### config.mk
export PLATFORM = sky130hd
export DESIGN_NAME = hcs_ctrl
export DESIGN_NICKNAME = d
export VERILOG_FILES = /design/src/verilog/hcs_pkg.sv /design/src/verilog/hcs_ctrl.sv
export SDC_FILE = /design/constraint.sdc
export NUM_CORES = 1
export LEC_CHECK = 0
export BUFFER_PORTS_ARGS = -buffer_cell sky130_fd_sc_hd__buf_2
export CAP_MARGIN = 20
export CORE_ASPECT_RATIO = 1.4
export CORE_MARGIN = 3
export CORE_UTILIZATION = 27
export CTS_CLUSTER_SIZE = 30
export DETAILED_ROUTE_END_ITERATION = 8
export PLACE_DENSITY = 0.61
export SLEW_MARGIN = 20
export SYNTH_ARGS = -nofsm -noshare
export SYNTH_HDL_FRONTEND = slang
export SYNTH_SLANG_ARGS = --single-unit
### constraint.sdc
create_clock -name CLK_I -period 2.4 [get_ports CLK_I]
set_clock_uncertainty 0.2 [all_clocks]
set_input_delay 0.24 -clock CLK_I [delete_from_list [all_inputs] [get_ports CLK_I]]
set_output_delay 0.24 -clock CLK_I [all_outputs]
set_load 0.02 [all_outputs]
### src/verilog/hcs_pkg.sv
// Constants, register map and carrier types for the halt and clock stop controller
`default_nettype none
package hcs_pkg;
  // System clock
  localparam int unsigned HCS_CLK_HZ        = 50_000_000;
  localparam int unsigned HCS_MS_PER_S      = 1000;
  localparam int unsigned HCS_MS_CYCLES     = HCS_CLK_HZ / HCS_MS_PER_S;
  // Timer carry set intervals, in ms
  localparam int unsigned HCS_T_SET0_MS     = 100;
  localparam int unsigned HCS_T_SET1_MS     = 50;
  localparam int unsigned HCS_T_SET2_MS     = 5;
  localparam int unsigned HCS_T_SET3_MS     = 1;
  // Halt operand bits
  localparam int unsigned HCS_HB_KEY        = 0;
  localparam int unsigned HCS_HB_TMR        = 1;
  localparam int unsigned HCS_HB_UNUSED     = 2;
  localparam int unsigned HCS_HB_INT        = 3;
  localparam logic [3:0]  HCS_STOP_OPND     = 4'h0;
  localparam logic [3:0]  HCS_FORCED_HALT   = 4'h2;
  // Register word addresses
  localparam logic [2:0]  HCS_REG_CTRL      = 3'h0;
  localparam logic [2:0]  HCS_REG_PERMIT    = 3'h1;
  localparam logic [2:0]  HCS_REG_STATUS    = 3'h2;
  localparam logic [2:0]  HCS_REG_CAUSE     = 3'h3;
  // CTRL fields
  localparam int unsigned HCS_CTRL_SEL_LO   = 0;
  localparam int unsigned HCS_CTRL_GIE      = 4;
  // STATUS fields
  localparam int unsigned HCS_ST_TIMER_CARRY_FLAG       = 0;
  localparam int unsigned HCS_ST_CE         = 1;
  localparam int unsigned HCS_ST_HALT       = 2;
  localparam int unsigned HCS_ST_STOP       = 3;
  localparam int unsigned HCS_ST_PFD        = 4;
  // Reset values
  localparam logic [1:0]  HCS_SEL_RST       = 2'h0;
  localparam logic        HCS_GIE_RST       = 1'b0;

  typedef struct packed {
    logic intr;
    logic tmr;
    logic key;
  } hcs_cause_t;

  typedef struct packed {
    logic [2:0]  address;
    logic        read;
    logic        write;
    logic [31:0] writedata;
  } hcs_bus_req_t;
endpackage : hcs_pkg
`default_nettype wire

### src/verilog/hcs_ctrl.sv
// Halt and clock stop controller with Avalon-MM register slave
`default_nettype none
module hcs_ctrl
  import hcs_pkg::*;
#(
  parameter int unsigned KEYS      = 4,
  parameter int unsigned NIRQ      = 4,
  parameter int unsigned MS_CYCLES = HCS_MS_CYCLES
) (
  input  wire logic                    CLK_I,              // System clock, 50 MHz
  input  wire logic                    RST_I,              // Synchronous reset, high
  input  wire logic [2:0]              AVS_ADDRESS_I,      // Word address
  input  wire logic                    AVS_READ_I,         // Read request
  input  wire logic                    AVS_WRITE_I,        // Write request
  input  wire logic [31:0]             AVS_WRITEDATA_I,    // Write data
  output logic      [31:0]             AVS_READDATA_O,     // Read data
  output logic                         AVS_WAITREQUEST_O,  // Wait request
  input  wire logic                    HALT_EXEC_I,        // Halt instruction pulse
  input  wire logic [3:0]              HALT_OPND_I,        // Halt operand
  input  wire logic                    STOP_EXEC_I,        // Stop instruction pulse
  input  wire logic [3:0]              STOP_OPND_I,        // Stop operand
  input  wire logic [KEYS-1:0]         KEY_I,              // Key input port
  input  wire logic                    CE_I,               // Chip enable level
  input  wire logic [NIRQ-1:0]         IRQ_I,              // Interrupt requests
  input  wire logic                    POR_I,              // Power-on reset pulse
  output logic                         CPU_RUN_O,          // Processor clock enable
  output logic                         OSC_EN_O,           // Oscillator enable
  output logic                         PERIPH_RUN_O,       // Peripheral enable
  output logic                         PF_DET_EN_O,        // Power-fail detect enable
  output logic                         INT_ACK_O,          // Interrupt ack pulse
  output logic [$clog2(NIRQ)-1:0]      INT_SRC_O,          // Acknowledged source
  output logic                         WAKE_O,             // Halt release pulse
  output logic                         CE_RESET_O,         // Chip-enable reset pulse
  output logic                         TMR_CARRY_O         // Timer carry flag
);

  localparam int unsigned IW = $clog2(NIRQ);

  hcs_bus_req_t           req;
  logic                   wait_r;
  logic [31:0]            rdata_r;
  logic [1:0]             sel_r;
  logic                   gie_r;
  logic [NIRQ-1:0]        permit_r;
  logic                   timer_carry_flag_r;
  logic [15:0]            sub_r;
  logic [6:0]             ms_r;
  logic                   tset;
  logic                   tset_r;
  logic                   halted_r;
  logic [3:0]             cond_r;
  logic                   stop_r;
  logic                   ce_d_r;
  logic                   ce_arm_r;
  logic                   acc_prev_r;
  logic                   int_ack_r;
  logic [IW-1:0]          int_src_r;
  logic                   wake_r;
  logic                   ce_rst_r;
  logic                   run_r;
  logic                   osc_r;
  logic                   per_r;
  logic                   pfd_r;
  hcs_cause_t             cause_r;
  logic                   acc;
  logic [NIRQ-1:0]        acc_vec;
  logic                   ce_rise;
  logic                   rel_key;
  logic                   rel_tmr;
  logic                   rel_int;
  logic                   rel;
  logic                   halt_go;
  logic                   stop_go;
  logic                   bus_do;
  logic                   wr_ctrl;
  logic                   wr_stat;
  logic                   sys_rst;

  // Interval lookup used by divider and reload
  function automatic logic [6:0] interval_ms(input logic [1:0] sel);
    case (sel)
      2'h0:    interval_ms = 7'(HCS_T_SET0_MS);
      2'h1:    interval_ms = 7'(HCS_T_SET1_MS);
      2'h2:    interval_ms = 7'(HCS_T_SET2_MS);
      default: interval_ms = 7'(HCS_T_SET3_MS);
    endcase
  endfunction : interval_ms

  // Lowest index wins
  function automatic logic [IW-1:0] first_src(input logic [NIRQ-1:0] v);
    first_src = '0;
    for (int i = NIRQ - 1; i >= 0; i--) begin
      if (v[i]) begin
        first_src = IW'(i);
      end
    end
  endfunction : first_src

  assign req      = '{address: AVS_ADDRESS_I, read: AVS_READ_I, write: AVS_WRITE_I, writedata: AVS_WRITEDATA_I};
  assign sys_rst  = RST_I | POR_I;
  assign bus_do   = (req.read | req.write) & ~wait_r;
  assign wr_ctrl  = bus_do & req.write & (req.address == HCS_REG_CTRL);
  assign wr_stat  = bus_do & req.write & (req.address == HCS_REG_STATUS);
  assign acc_vec  = IRQ_I & permit_r & {NIRQ{gie_r}};
  assign acc      = |acc_vec;
  assign ce_rise  = CE_I & ~ce_d_r;
  assign rel_key  = cond_r[HCS_HB_KEY] & (|KEY_I);
  assign rel_tmr  = cond_r[HCS_HB_TMR] & timer_carry_flag_r;
  assign rel_int  = cond_r[HCS_HB_INT] & acc;
  // A chip-enable reset clears the halt itself and is not reported as a wake
  assign rel      = halted_r & ~stop_r & ~ce_rst_r & (rel_key | rel_tmr | rel_int);
  // Old interrupt state blocks a halt that selects interrupt release; software inserts a spacer instruction
  assign halt_go  = HALT_EXEC_I & ~halted_r & ~stop_r
                  & ~(HALT_OPND_I[HCS_HB_INT] & acc_prev_r);
  assign stop_go  = STOP_EXEC_I & (STOP_OPND_I == HCS_STOP_OPND)
                  & ~CE_I & ~stop_r;
  // Divider frozen with the oscillator
  assign tset     = ~stop_r & (sub_r == 16'(MS_CYCLES - 1)) & (ms_r == 7'h0);

  // Avalon slave: one wait state on every access
  always_ff @(posedge CLK_I) begin
    if (RST_I) begin
      wait_r <= 1'b1;
    end else begin
      wait_r <= ~((req.read | req.write) & wait_r);
    end
  end

  // Captured in the wait cycle so the data stand at the completing edge
  always_ff @(posedge CLK_I) begin
    if (RST_I) begin
      rdata_r <= 32'h0;
    end else if (req.read & wait_r) begin
      case (req.address)
        HCS_REG_CTRL:   rdata_r <= {27'h0, gie_r, 2'h0, sel_r};
        HCS_REG_PERMIT: rdata_r <= 32'(permit_r);
        HCS_REG_STATUS: rdata_r <= {27'h0, pfd_r, stop_r, halted_r, ce_d_r, timer_carry_flag_r};
        HCS_REG_CAUSE:  rdata_r <= {29'h0, cause_r};
        default:        rdata_r <= 32'h0;
      endcase
    end
  end

  // Control registers; stop entry restores the 100 ms interval
  always_ff @(posedge CLK_I) begin
    if (sys_rst) begin
      sel_r    <= HCS_SEL_RST;
      gie_r    <= HCS_GIE_RST;
      permit_r <= '0;
    end else if (stop_go) begin
      sel_r    <= HCS_SEL_RST;
    end else begin
      if (wr_ctrl) begin
        sel_r <= req.writedata[HCS_CTRL_SEL_LO +: 2];
        gie_r <= req.writedata[HCS_CTRL_GIE];
      end
      if (bus_do & req.write & (req.address == HCS_REG_PERMIT)) begin
        permit_r <= req.writedata[NIRQ-1:0];
      end
    end
  end

  // Timer divider: ms prescaler and interval counter
  always_ff @(posedge CLK_I) begin
    if (sys_rst | stop_go | wr_ctrl) begin
      sub_r <= 16'h0;
      ms_r  <= 7'(HCS_T_SET0_MS - 1);
    end else if (~stop_r) begin
      if (sub_r == 16'(MS_CYCLES - 1)) begin
        sub_r <= 16'h0;
        ms_r  <= (ms_r == 7'h0) ? interval_ms(sel_r) - 7'h1 : ms_r - 7'h1;
      end else begin
        sub_r <= sub_r + 16'h1;
      end
    end
  end

  always_ff @(posedge CLK_I) begin
    if (sys_rst) begin
      tset_r <= 1'b0;
    end else begin
      tset_r <= tset;
    end
  end

  // Timer carry flag: write 1 clears, a set in the same cycle wins
  always_ff @(posedge CLK_I) begin
    if (sys_rst | stop_go) begin
      timer_carry_flag_r <= 1'b0;
    end else if (tset_r) begin
      timer_carry_flag_r <= 1'b1;
    end else if (wr_stat & req.writedata[HCS_ST_TIMER_CARRY_FLAG]) begin
      timer_carry_flag_r <= 1'b0;
    end
  end

  always_ff @(posedge CLK_I) begin
    if (RST_I) begin
      acc_prev_r <= 1'b0;
      ce_d_r     <= 1'b0;
    end else begin
      acc_prev_r <= acc;
      ce_d_r     <= CE_I;
    end
  end

  // Halt state; stop forces a halt released by the timer carry pulse
  always_ff @(posedge CLK_I) begin
    if (sys_rst | ce_rst_r) begin
      halted_r <= 1'b0;
      cond_r   <= 4'h0;
    end else if (stop_go) begin
      halted_r <= 1'b1;
      cond_r   <= HCS_FORCED_HALT;
    end else if (halt_go) begin
      halted_r <= 1'b1;
      cond_r   <= HALT_OPND_I & ~(4'h1 << HCS_HB_UNUSED);
    end else if (rel) begin
      halted_r <= 1'b0;
    end
  end

  // Clock stop ends on chip enable rise or power-on reset
  always_ff @(posedge CLK_I) begin
    if (sys_rst) begin
      stop_r <= 1'b0;
    end else if (stop_go) begin
      stop_r <= 1'b1;
    end else if (ce_rise) begin
      stop_r <= 1'b0;
    end
  end

  // Chip enable reset waits for the next timer carry set pulse
  // Any rise arms it, so a stop taken as a no-operation still ends in a reset
  always_ff @(posedge CLK_I) begin
    if (sys_rst) begin
      ce_arm_r <= 1'b0;
      ce_rst_r <= 1'b0;
    end else begin
      ce_rst_r <= ce_arm_r & tset_r;
      if (ce_rise) begin
        ce_arm_r <= 1'b1;
      end else if (tset_r) begin
        ce_arm_r <= 1'b0;
      end
    end
  end

  // Release reporting; source index lets the processor vector
  always_ff @(posedge CLK_I) begin
    if (sys_rst) begin
      wake_r    <= 1'b0;
      int_ack_r <= 1'b0;
      int_src_r <= '0;
      cause_r   <= '0;
    end else begin
      wake_r    <= rel;
      int_ack_r <= rel & rel_int;
      if (rel & rel_int) begin
        int_src_r <= first_src(acc_vec);
      end
      if (rel) begin
        cause_r <= '{intr: rel_int, tmr: rel_tmr, key: rel_key};
      end
    end
  end

  // Enables for processor, oscillator, peripherals and power-fail logic
  always_ff @(posedge CLK_I) begin
    if (sys_rst) begin
      run_r <= 1'b1;
      osc_r <= 1'b1;
      per_r <= 1'b0;
      pfd_r <= 1'b1;
    end else begin
      run_r <= ~((halted_r & ~rel) | halt_go | stop_go) | ce_rst_r;
      osc_r <= ~((stop_r & ~ce_rise) | stop_go);
      per_r <= CE_I & ~((stop_r & ~ce_rise) | stop_go);
      pfd_r <= ~((stop_r & ~ce_rise) | stop_go);
    end
  end

  assign AVS_READDATA_O    = rdata_r;
  assign AVS_WAITREQUEST_O = wait_r;
  assign CPU_RUN_O         = run_r;
  assign OSC_EN_O          = osc_r;
  assign PERIPH_RUN_O      = per_r;
  assign PF_DET_EN_O       = pfd_r;
  assign INT_ACK_O         = int_ack_r;
  assign INT_SRC_O         = int_src_r;
  assign WAKE_O            = wake_r;
  assign CE_RESET_O        = ce_rst_r;
  assign TMR_CARRY_O       = timer_carry_flag_r;
endmodule : hcs_ctrl
`default_nettype wire

# [Word-level counts from Yosys, hierarchy flattened]
# Index checks and enable logic that the tools add are counted.
[totals] word_cells=128 register_bits=84 out_inout_bits=43 input_bits=59
[op_classes] mux=22 n_reduce_logical=16 n_eq_ne=6 bitwise=55 add_sub_neg=3
[op_table] operator="1-bit bitwise AND" n=29
[op_table] operator="7-bit 2-to-1 mux" n=4
[op_table] operator="7-bit case mux with 3 select lines" n=1
[op_table] operator="5-bit case mux with 4 select lines" n=1
[op_table] operator="16-bit by 1-bit adder with 16-bit output (second input constant)" n=1
[op_table] operator="16-bit == test (second input constant)" n=1
[op_table] operator="16-bit 2-to-1 mux" n=1
[op_table] operator="7-bit by 1-bit subtractor with 7-bit output (second input constant)" n=2
[op_table] operator="1-bit NOT" n=13
[op_table] operator="2-bit 2-to-1 mux" n=6
[op_table] operator="1-bit OR" n=11
[op_table] operator="1-bit 2-to-1 mux" n=9
[op_table] operator="4-bit bitwise AND" n=2
[op_table] operator="2-bit nonzero test" n=4
[op_table] operator="4-bit OR reduction" n=2
[op_table] operator="7-bit zero test" n=1
[op_table] operator="3-bit by 2-bit == test with 1-bit output (second input constant)" n=2
[op_table] operator="2-bit AND reduction" n=3
[op_table] operator="4-bit zero test" n=1
[op_table] operator="2-bit OR reduction" n=2
[op_table] operator="3-bit by 1-bit == test with 1-bit output (second input constant)" n=1
[op_table] operator="3-bit zero test" n=1
[op_table] operator="3-bit nonzero test" n=1
[op_table] operator="2-bit by 1-bit == test with 1-bit output (second input constant)" n=1
[op_table] operator="other kinds (2)" n=2

# [Logic depth before layout (Yosys ltp)]
# Gate-level depths: netlist (run 1).
[depth] word_depth=12 mapped_depth=10 ltp_nobuf=9

# [Worst setup path after synthesis (run 1)]
# OpenSTA, ideal clock, no wires.
[synth_timing] kind="flip-flop to flip-flop" from="reg ms_r[3]" to="reg ms_r[6]" required_time_ps=2077 path_buffers=1 path_stages_with_launch=9 arrival_time_ps=1970 synth_period_minus_slack_ps=2293 slack_ps=107 path_cell_list="dfxtp_1 clkbuf_1 nor4_1 a31oi_1 ha_1 or4b_1 a211oi_1 nand3_1 a2bb2oi_1"
[synth_between] elab_chain_cells=2
[synth_lines] item="from (decl)" line_no="hcs_ctrl.sv:47" text="logic [6:0] ms_r;"
[synth_lines] item="from (signal assigned)" line_no="hcs_ctrl.sv:167" text="ms_r <= 7'(HCS_T_SET0_MS - 1);"
[synth_lines] item="from (signal assigned)" line_no="hcs_ctrl.sv:171" text="ms_r <= (ms_r == 7'h0) ? interval_ms(sel_r) - 7'h1 : ms_r - 7'h1;"
[synth_lines] item="7-bit by 1-bit subtractor with 7-bit output or 7-bit zero test (tied branches)" line_no="hcs_ctrl.sv:171"
[synth_lines] item="7-bit 2-to-1 mux *" line_no="hcs_ctrl.sv:171"
# Mark *: on every way between the ends. The rest lies on a longest branch, timed or not.
# A chain may end at the register's enable or synchronous reset.

# [Worst setup path after layout (run 1)]
[layout_timing] from="reg ms_r[1]" to="reg ms_r[6]"
# Same word-level chain as after synthesis.

==> impl_metrics.yaml, run 1 <==
run_status:
  status: "complete, but fails checks"
  violations: "hold timing"
critical_path:
  crit_fanout: 4
  crit_start: "ms_r[1]$_SDFFE_PP1P_"
  reg2reg_to: "ms_r[6]$_SDFFE_PP1P_"
  rrSetupSlack_ns: 0.14
  crit_slowest_cell: "or4b_4"
  path_class: "flop to flop"
  endpoint: "ms_r[6]$_SDFFE_PP1P_"
  cp.arrival_ns: 2.31
  slowest_delay_ns: 0.50
  reg2regPathDepth: 7
  setup.worst_path.start_class: "flop"
  worstReg2RegStart: "ms_r[1]$_SDFFE_PP1P_"
  setup.worst_path.end_class: "flop"
  crit_chain: "nor3_1 -> a31oi_1 -> ha_1 -> or4b_4 -> a211oi_2 -> o21ai_0 -> a2bb2oi_1"
  required_ns: 2.45
route:
  met3WireLength_um: 324
  route.met2.wl_um: 4150
  top_layer_used: "met4"
  postRouteAntennaNets: 0
  drtIter0Drc: 104
  drt-total-wl_um: 7640
  detail_route.wl_per_cell_um: 13.7
  dr.pass1.iters: 4
  vias: 2675
  met1Wirelength_um: 2940
  drc: 0
  routed_via_density: 4.80
timing:
  slew_headroom: 0.539
  setup_viol: 0
  finalCritPeriodShare: 0.940
  max_slew.worst_pin.slew_ns: 0.691
  rsz0062_at_grt: "no"
  drv_slew: 0
  hold_violations: 1
  min_period_ns: 2.26
  whs_ns: -0.00229
  setup_tns_ns: 0
  fmax_ghz: 0.443
power:
  switchingPower_uw: 590
  comb_power_share: 0.066
  power.total_uw: 2520
  irDropWorstVdd_v: 0.000317
  internal_power_uw: 1930
  swShare: 0.234
  power_density_nw_per_um2: 674
  leakage_uw: 0.00144
  p_seq_frac: 0.383
  pwr-share-clk: 0.550
cts:
  numCtsBuffers: 9
  clock_sinks: 57
  clockBufferDepth: 2
  htree_levels: 3
  clockRootBuffer: "clkbuf_16"
  cts.clk_slew.worst_paths_ns: 0.05
  cts_tree: "yes"
  worstSkewPairLatency_ns: 0.33
cells_and_area:
  fillCellCount: 1097
  drive_gt1_frac: 0.232
  fin_nets: 475
  syn2layout_area_growth_pct: 27.8
  diodes: 0
floorplanning:
  pin_count: 102
  start_util: 0.280
  row_count: 44
  core_um2: 10500
  die_y_um: 129
  dieArea_um2: 12200
  die_x_um: 94.0
synthesis:
  yosys.area.top_type: "dfxtp_1"
  synthCells: 342
  ys_ff_latch: 57
  async_reset_ff_frac: 0
  ys.flop_type: "dfxtp_1"
  synth.top_cell.area_share: 0.389
  ys_top_cells_by_area: "dfxtp_1 (39%), buf_4 (7.2%), nor2_1 (4.5%)"
  synth_cell_type_count: 64
  yosysSeqAreaShare: 0.389
  synth_edf_count: 0
  yosys_warnings: 0
  avgSynthCellArea_um2: 8.57
  synth_area_um2: 2930
placed_design:
  hpwl_um: 5960
  port_buffers: 46
  gp_congestion: 0.874
min_path:
  hold_class: "primary input to flop"
job:
  maxCapViolations: 0
global_route:
  grt_pass1_wl_um: 12200
  antenna_found_initial: 0
  overflow: 0
  grt_pass1_vias: 2565
  grt_usage: 0.129
  grt_max_degree: 18
==> layout make-up <==
class / instances / area [um^2] / share of cell area
tap: 138 / 173 / 0.0461
sequential: 57 / 1140 / 0.305
clock inverter: 7 / 103 / 0.0274
inverter: 9 / 33.8 / 0.00902
multi-input combinational: 265 / 1620 / 0.434
clock buffer: 9 / 225 / 0.0602
timing repair buffer: 72 / 443 / 0.118
==> what timing repair did <==
item | 4_1_cts | 5_1_grt
endpoints found under the setup margin | 0 | 3
gates resized for setup | 0 | 4
setup buffers | 0 | 0
hold endpoints to repair | 7 | 0
hold buffers | 7 | 0
==> routing by layer <==
layer  track usage  vias to the layer above
li1              -                     1335
met1         0.133                     1248
met2         0.238                       75
met3        0.0325                       17
met4        0.0646                        0
met5             0                        -
==> worst max-delay path: cells and delay by family, from the launching register on <==
kind                     cells  cell delay (ns)
AND/OR/NAND/NOR              2             0.59
AO/OA/AOI/OAI                4             0.77
adder cells (fa/ha/maj)      1             0.26
flip-flops                   1             0.37
==> synth_stat cells (6+ instances only) <==
cell type,instances
inv_1,9
nor2_1,35
or4_1,7
a21oi_1,21
dfxtp_1,57
o21ai_1,9
nand2_1,33
nand3_1,13
xnor2_1,10
or3_1,6
mux2i_1,8
nor4_1,12
nor3_1,6
clkbuf_1,8
buf_4,28
==> cells by family after synthesis <==
| family | count (synthesis) | synth area share |
|---|---|---|
| AND/OR/NAND/NOR | 147 | 0.275 |
| flip-flops | 57 | 0.389 |
| buffers and inverters | 46 | 0.0948 |
| adder cells (fa/ha/maj) | 2 | 0.00854 |
| XOR/XNOR | 10 | 0.0299 |
| other | 1 | 0.00128 |
| multiplexers | 11 | 0.0465 |
| AO/OA/AOI/OAI | 68 | 0.155 |
==> cell usage in the layout (no fill, tap or decap), drive strengths merged, types with 3 or more instances in the layout <==
cell         netlist  routed
a22o               3       3
clkinv             0       3
o21ai             14      14
a22oi              4       4
nor3               6       6
nor2              35      35
nor4              13      13
a21oi             21      21
dfxtp             57      57
nand2b             4       4
or3                6       6
xnor2             10      10
nand4              4       4
nor3b              4       4
a31oi              4       4
nor2b              3       3
or4                8       8
clkbuf             8       9
nand3             14      14
dlygate4sd3        0       7
inv                9      10
mux2i              8       8
nand2             33      33
buf               29      65
conb               1      27
nand3b             3       3
==> sequential cells by signal (all words and copies together) (netlist names), 2 cells and up <==
| name | flops |
|---|---|
| AVS_READDATA_O | 5 |
| sel_r | 2 |
| permit_r | 4 |
| cond_r | 3 |
| sub_r | 16 |
| INT_SRC_O | 2 |
| ms_r | 7 |
| cause_r | 3 |
==> worst min-delay path by stage <==
stage	startpoint	end	slack [ns]	cells after the start
3_5_place_dp	AVS_WAITREQUEST_O$_SDFF_PP1_	AVS_WAITREQUEST_O$_SDFF_PP1_	0.25	1
3_3_place_gp	INT_SRC_O[1]$_SDFFE_PP0P_	INT_SRC_O[1]$_SDFFE_PP0P_	0.24	2
6_report	AVS_WRITEDATA_I[0]	sel_r[0]$_SDFFE_PP0P_	-0.002	3
4_1_cts	AVS_WRITEDATA_I[0]	sel_r[0]$_SDFFE_PP0P_	0.0005	3
2_1_floorplan	AVS_READ_I	AVS_WAITREQUEST_O$_SDFF_PP1_	0.16	1
5_1_grt	AVS_WRITEDATA_I[0]	sel_r[0]$_SDFFE_PP0P_	0.004	3
==> power by group through the flow <==
| stage | Sequential, uW | Clock (uW) | Combinational [uW] |
|---|---|---|---|
| floorplan | 990 | 0 | 128 |
| global placement | 987 | 0 | 155 |
| detailed placement | 987 | 0 | 157 |
| CTS | 967 | 1410 | 167 |
| global route | 969 | 1450 | 184 |
| finish | 967 | 1390 | 167 |
==> metrics by stage <==
| step | util | instances | instance area (um^2) | hold slack, ns | setup WS, ns |
|---|---|---|---|---|---|
| 2_1_floorplan | - | 368 | 3030 | 0.156 | 0.107 |
| 3_3_place_gp | 0.318 | 534 | 3330 | 0.239 | 0.131 |
| 3_5_place_dp | 0.318 | 534 | 3330 | 0.247 | 0.0645 |
| 4_1_cts | 0.356 | 557 | 3730 | 0.000451 | 0.0504 |
| 5_1_grt | 0.358 | 557 | 3740 | 0.00431 | 0.00508 |
| 6_report | 0.358 | 557 | 3740 | -0.00229 | 0.145 |
(Power assumes the default switching activity.)
==> run 2: changes to the inputs <==
--- a/config.mk
+++ b/config.mk
@@ -9,10 +9,10 @@
 export CAP_MARGIN = 20
 export CORE_ASPECT_RATIO = 1.4
 export CORE_MARGIN = 3
-export CORE_UTILIZATION = 27
+export CORE_UTILIZATION = 30
 export CTS_CLUSTER_SIZE = 30
 export DETAILED_ROUTE_END_ITERATION = 8
-export PLACE_DENSITY = 0.61
+export PLACE_DENSITY = 0.6
 export SLEW_MARGIN = 20
 export SYNTH_ARGS = -nofsm -noshare
 export SYNTH_HDL_FRONTEND = slang
==> run 2 against run 1 <==
Compared with the run above: the flow now finishes without violations; count of clock-buffer cells in the layout up 1; critical path type unchanged; cell count down 1.1%; register-to-register slack worse by 0.07 ns; global-route usage up 1.4 points; largest power group unchanged; highest routed layer unchanged; utilization up 3.0 points; non-clock buffer count unchanged; die area down 9.5%; via count up 0.49%; sequential cell count unchanged.
==> impl_metrics.yaml, run 2 (synthesis gave the netlist of run 1 again) <==
timing:
  rsz0062_at_grt: "no"
  slew_headroom: 0.554
  fmax_ghz: 0.429
  max_slew.worst_pin.slew_ns: 0.667
  setup_tns_ns: 0
  finalCritPeriodShare: 0.971
  setup_viol: 0
  hold_violations: 0
  drv_slew: 0
  min_period_ns: 2.33
global_route:
  grt_max_degree: 16
  overflow: 0
  grt_usage: 0.143
  grt_pass1_wl_um: 12200
  antenna_found_initial: 0
  grt_pass1_vias: 2613
route:
  dr.pass1.iters: 4
  postRouteAntennaNets: 0
  drtIter0Drc: 105
  vias: 2688
  drc: 0
  detail_route.wl_per_cell_um: 13.8
  drt-total-wl_um: 7630
  routed_via_density: 4.88
floorplanning:
  start_util: 0.308
  pin_count: 102
  row_count: 42
  core_um2: 9510
  die_y_um: 123
  die_x_um: 89.5
  dieArea_um2: 11000
cells_and_area:
  fin_nets: 475
  mostFrequentLayoutCells: "dfxtp_1 (56), buf_2 (46), nor2_1 (35), nand2_1 (33), conb_1 (27)"
  drive_gt1_frac: 0.229
  final_core_util: 0.388
  fillCellCount: 971
  fin_area_um2: 3690
  final_common_cell: "dfxtp_1"
  syn2layout_area_growth_pct: 26.0
  largest_reg_flops: 16
  diodes: 0
  top_register: "sub_r"
cts:
  htree_levels: 3
  clockBufferDepth: 2
  worstSkewPairLatency_ns: 0.32
  clock_sinks: 57
  cts.clk_slew.worst_paths_ns: 0.05
  clockRootBuffer: "clkbuf_16"
  numCtsBuffers: 9
  cts_tree: "yes"
min_path:
  holdPathEnd: "sel_r[0]$_SDFFE_PP0P_"
  hold_class: "primary input to flop"
  hold_path.startpoint: "AVS_WRITEDATA_I[0]"
  worstHoldPathCells: 3
power:
  power.total_uw: 2320
  leakage_uw: 0.00141
  power_density_nw_per_um2: 628
  irDropWorstVdd_v: 0.000341
placed_design:
  dpl_cell_area_um2: 3310
  port_buffers: 46
  gp_congestion: 0.887
  hpwl_um: 5840
run_status:
  status: "complete, no violations"
critical_path:
  reg2reg_to: "ms_r[6]$_SDFFE_PP1P_"
  reg2regPathDepth: 7
  required_ns: 2.40
  crit_fanout: 4
  cp.arrival_ns: 2.33
  rrSetupSlack_ns: 0.07
  path_class: "flop to flop"
  worstReg2RegStart: "ms_r[3]$_SDFFE_PP0P_"
  setup.worst_path.start_class: "flop"
  setup.worst_path.end_class: "flop"
job:
  maxCapViolations: 0
run 2: changes by cell type in the layout (fill, tap and decap cells not counted), sizes merged:
cell and change:
bufinv -2, clkinvlp +1, clkbuf +1, buf -1, dlygate4sd3 +1
run 2: per-layer routing:
layer  up-vias  track usage  wire [um]
met2        65        0.263       4220
met1      1270        0.150       2950
li1       1340            -          -
met5         -            0          0
met4         0       0.0708        173
met3        13       0.0313        287
run 2: what timing repair did:
item                                   4_1_cts  5_1_grt
endpoints found under the hold margin        6        0
setup endpoints to repair                    0        3
hold buffers                                 8        0
resized for setup                            0        4
setup buffers                                0        0
run 2: area by class of cell:
type | count | area, um^2 | share of cell area
Multi-Input combinational cell | 265 | 1620 | 0.440
Sequential cell | 57 | 1140 | 0.309
Timing Repair Buffer | 72 | 445 | 0.121
Clock buffer | 10 | 239 | 0.0647
Tap cell | 132 | 165 | 0.0447
Clock inverter | 6 | 42.5 | 0.0115
Inverter | 9 | 33.8 | 0.00915
run 2: worst max path at each step:
stage / start / endpoint / slack (ns) / cells after the start
floorplan: ms_r[3]$_SDFFE_PP0P_ / ms_r[6]$_SDFFE_PP1P_ / 0.11 / 8
global placement: ms_r[6]$_SDFFE_PP1P_ / ms_r[6]$_SDFFE_PP1P_ / 0.07 / 9
detailed placement: ms_r[5]$_SDFFE_PP1P_ / ms_r[6]$_SDFFE_PP1P_ / 0.02 / 7
CTS: ms_r[5]$_SDFFE_PP1P_ / ms_r[6]$_SDFFE_PP1P_ / 0.01 / 7
global route: ms_r[3]$_SDFFE_PP0P_ / ms_r[6]$_SDFFE_PP1P_ / 0.02 / 7
finish: ms_r[3]$_SDFFE_PP0P_ / ms_r[6]$_SDFFE_PP1P_ / 0.07 / 7
run 2: power by group:
part / switching [uW] / total [uW] / internal, uW
clock: 456 / 1180 / 727
sequential: 10.2 / 968 / 957
combinational: 107 / 167 / 60.5
total: 573 / 2320 / 1740
run 2: critical path, cell delays in order (launching register included):
cell       delay, ns
dfxtp_1         0.38
nor4_2          0.10
a31oi_1         0.25
ha_2            0.27
or4b_1          0.51
a211oi_2        0.26
nand3_1         0.10
a2bb2oi_1       0.14
run 2: through the flow:
stage | hold WS (ns) | setup slack (ns) | cells
floorplan | 0.156 | 0.107 | 368
global placement | 0.238 | 0.0729 | 527
detailed placement | 0.246 | 0.0229 | 527
CTS | 0.00622 | 0.0135 | 551
global route | 0.0160 | 0.0223 | 551
finish | 0.00898 | 0.0701 | 551
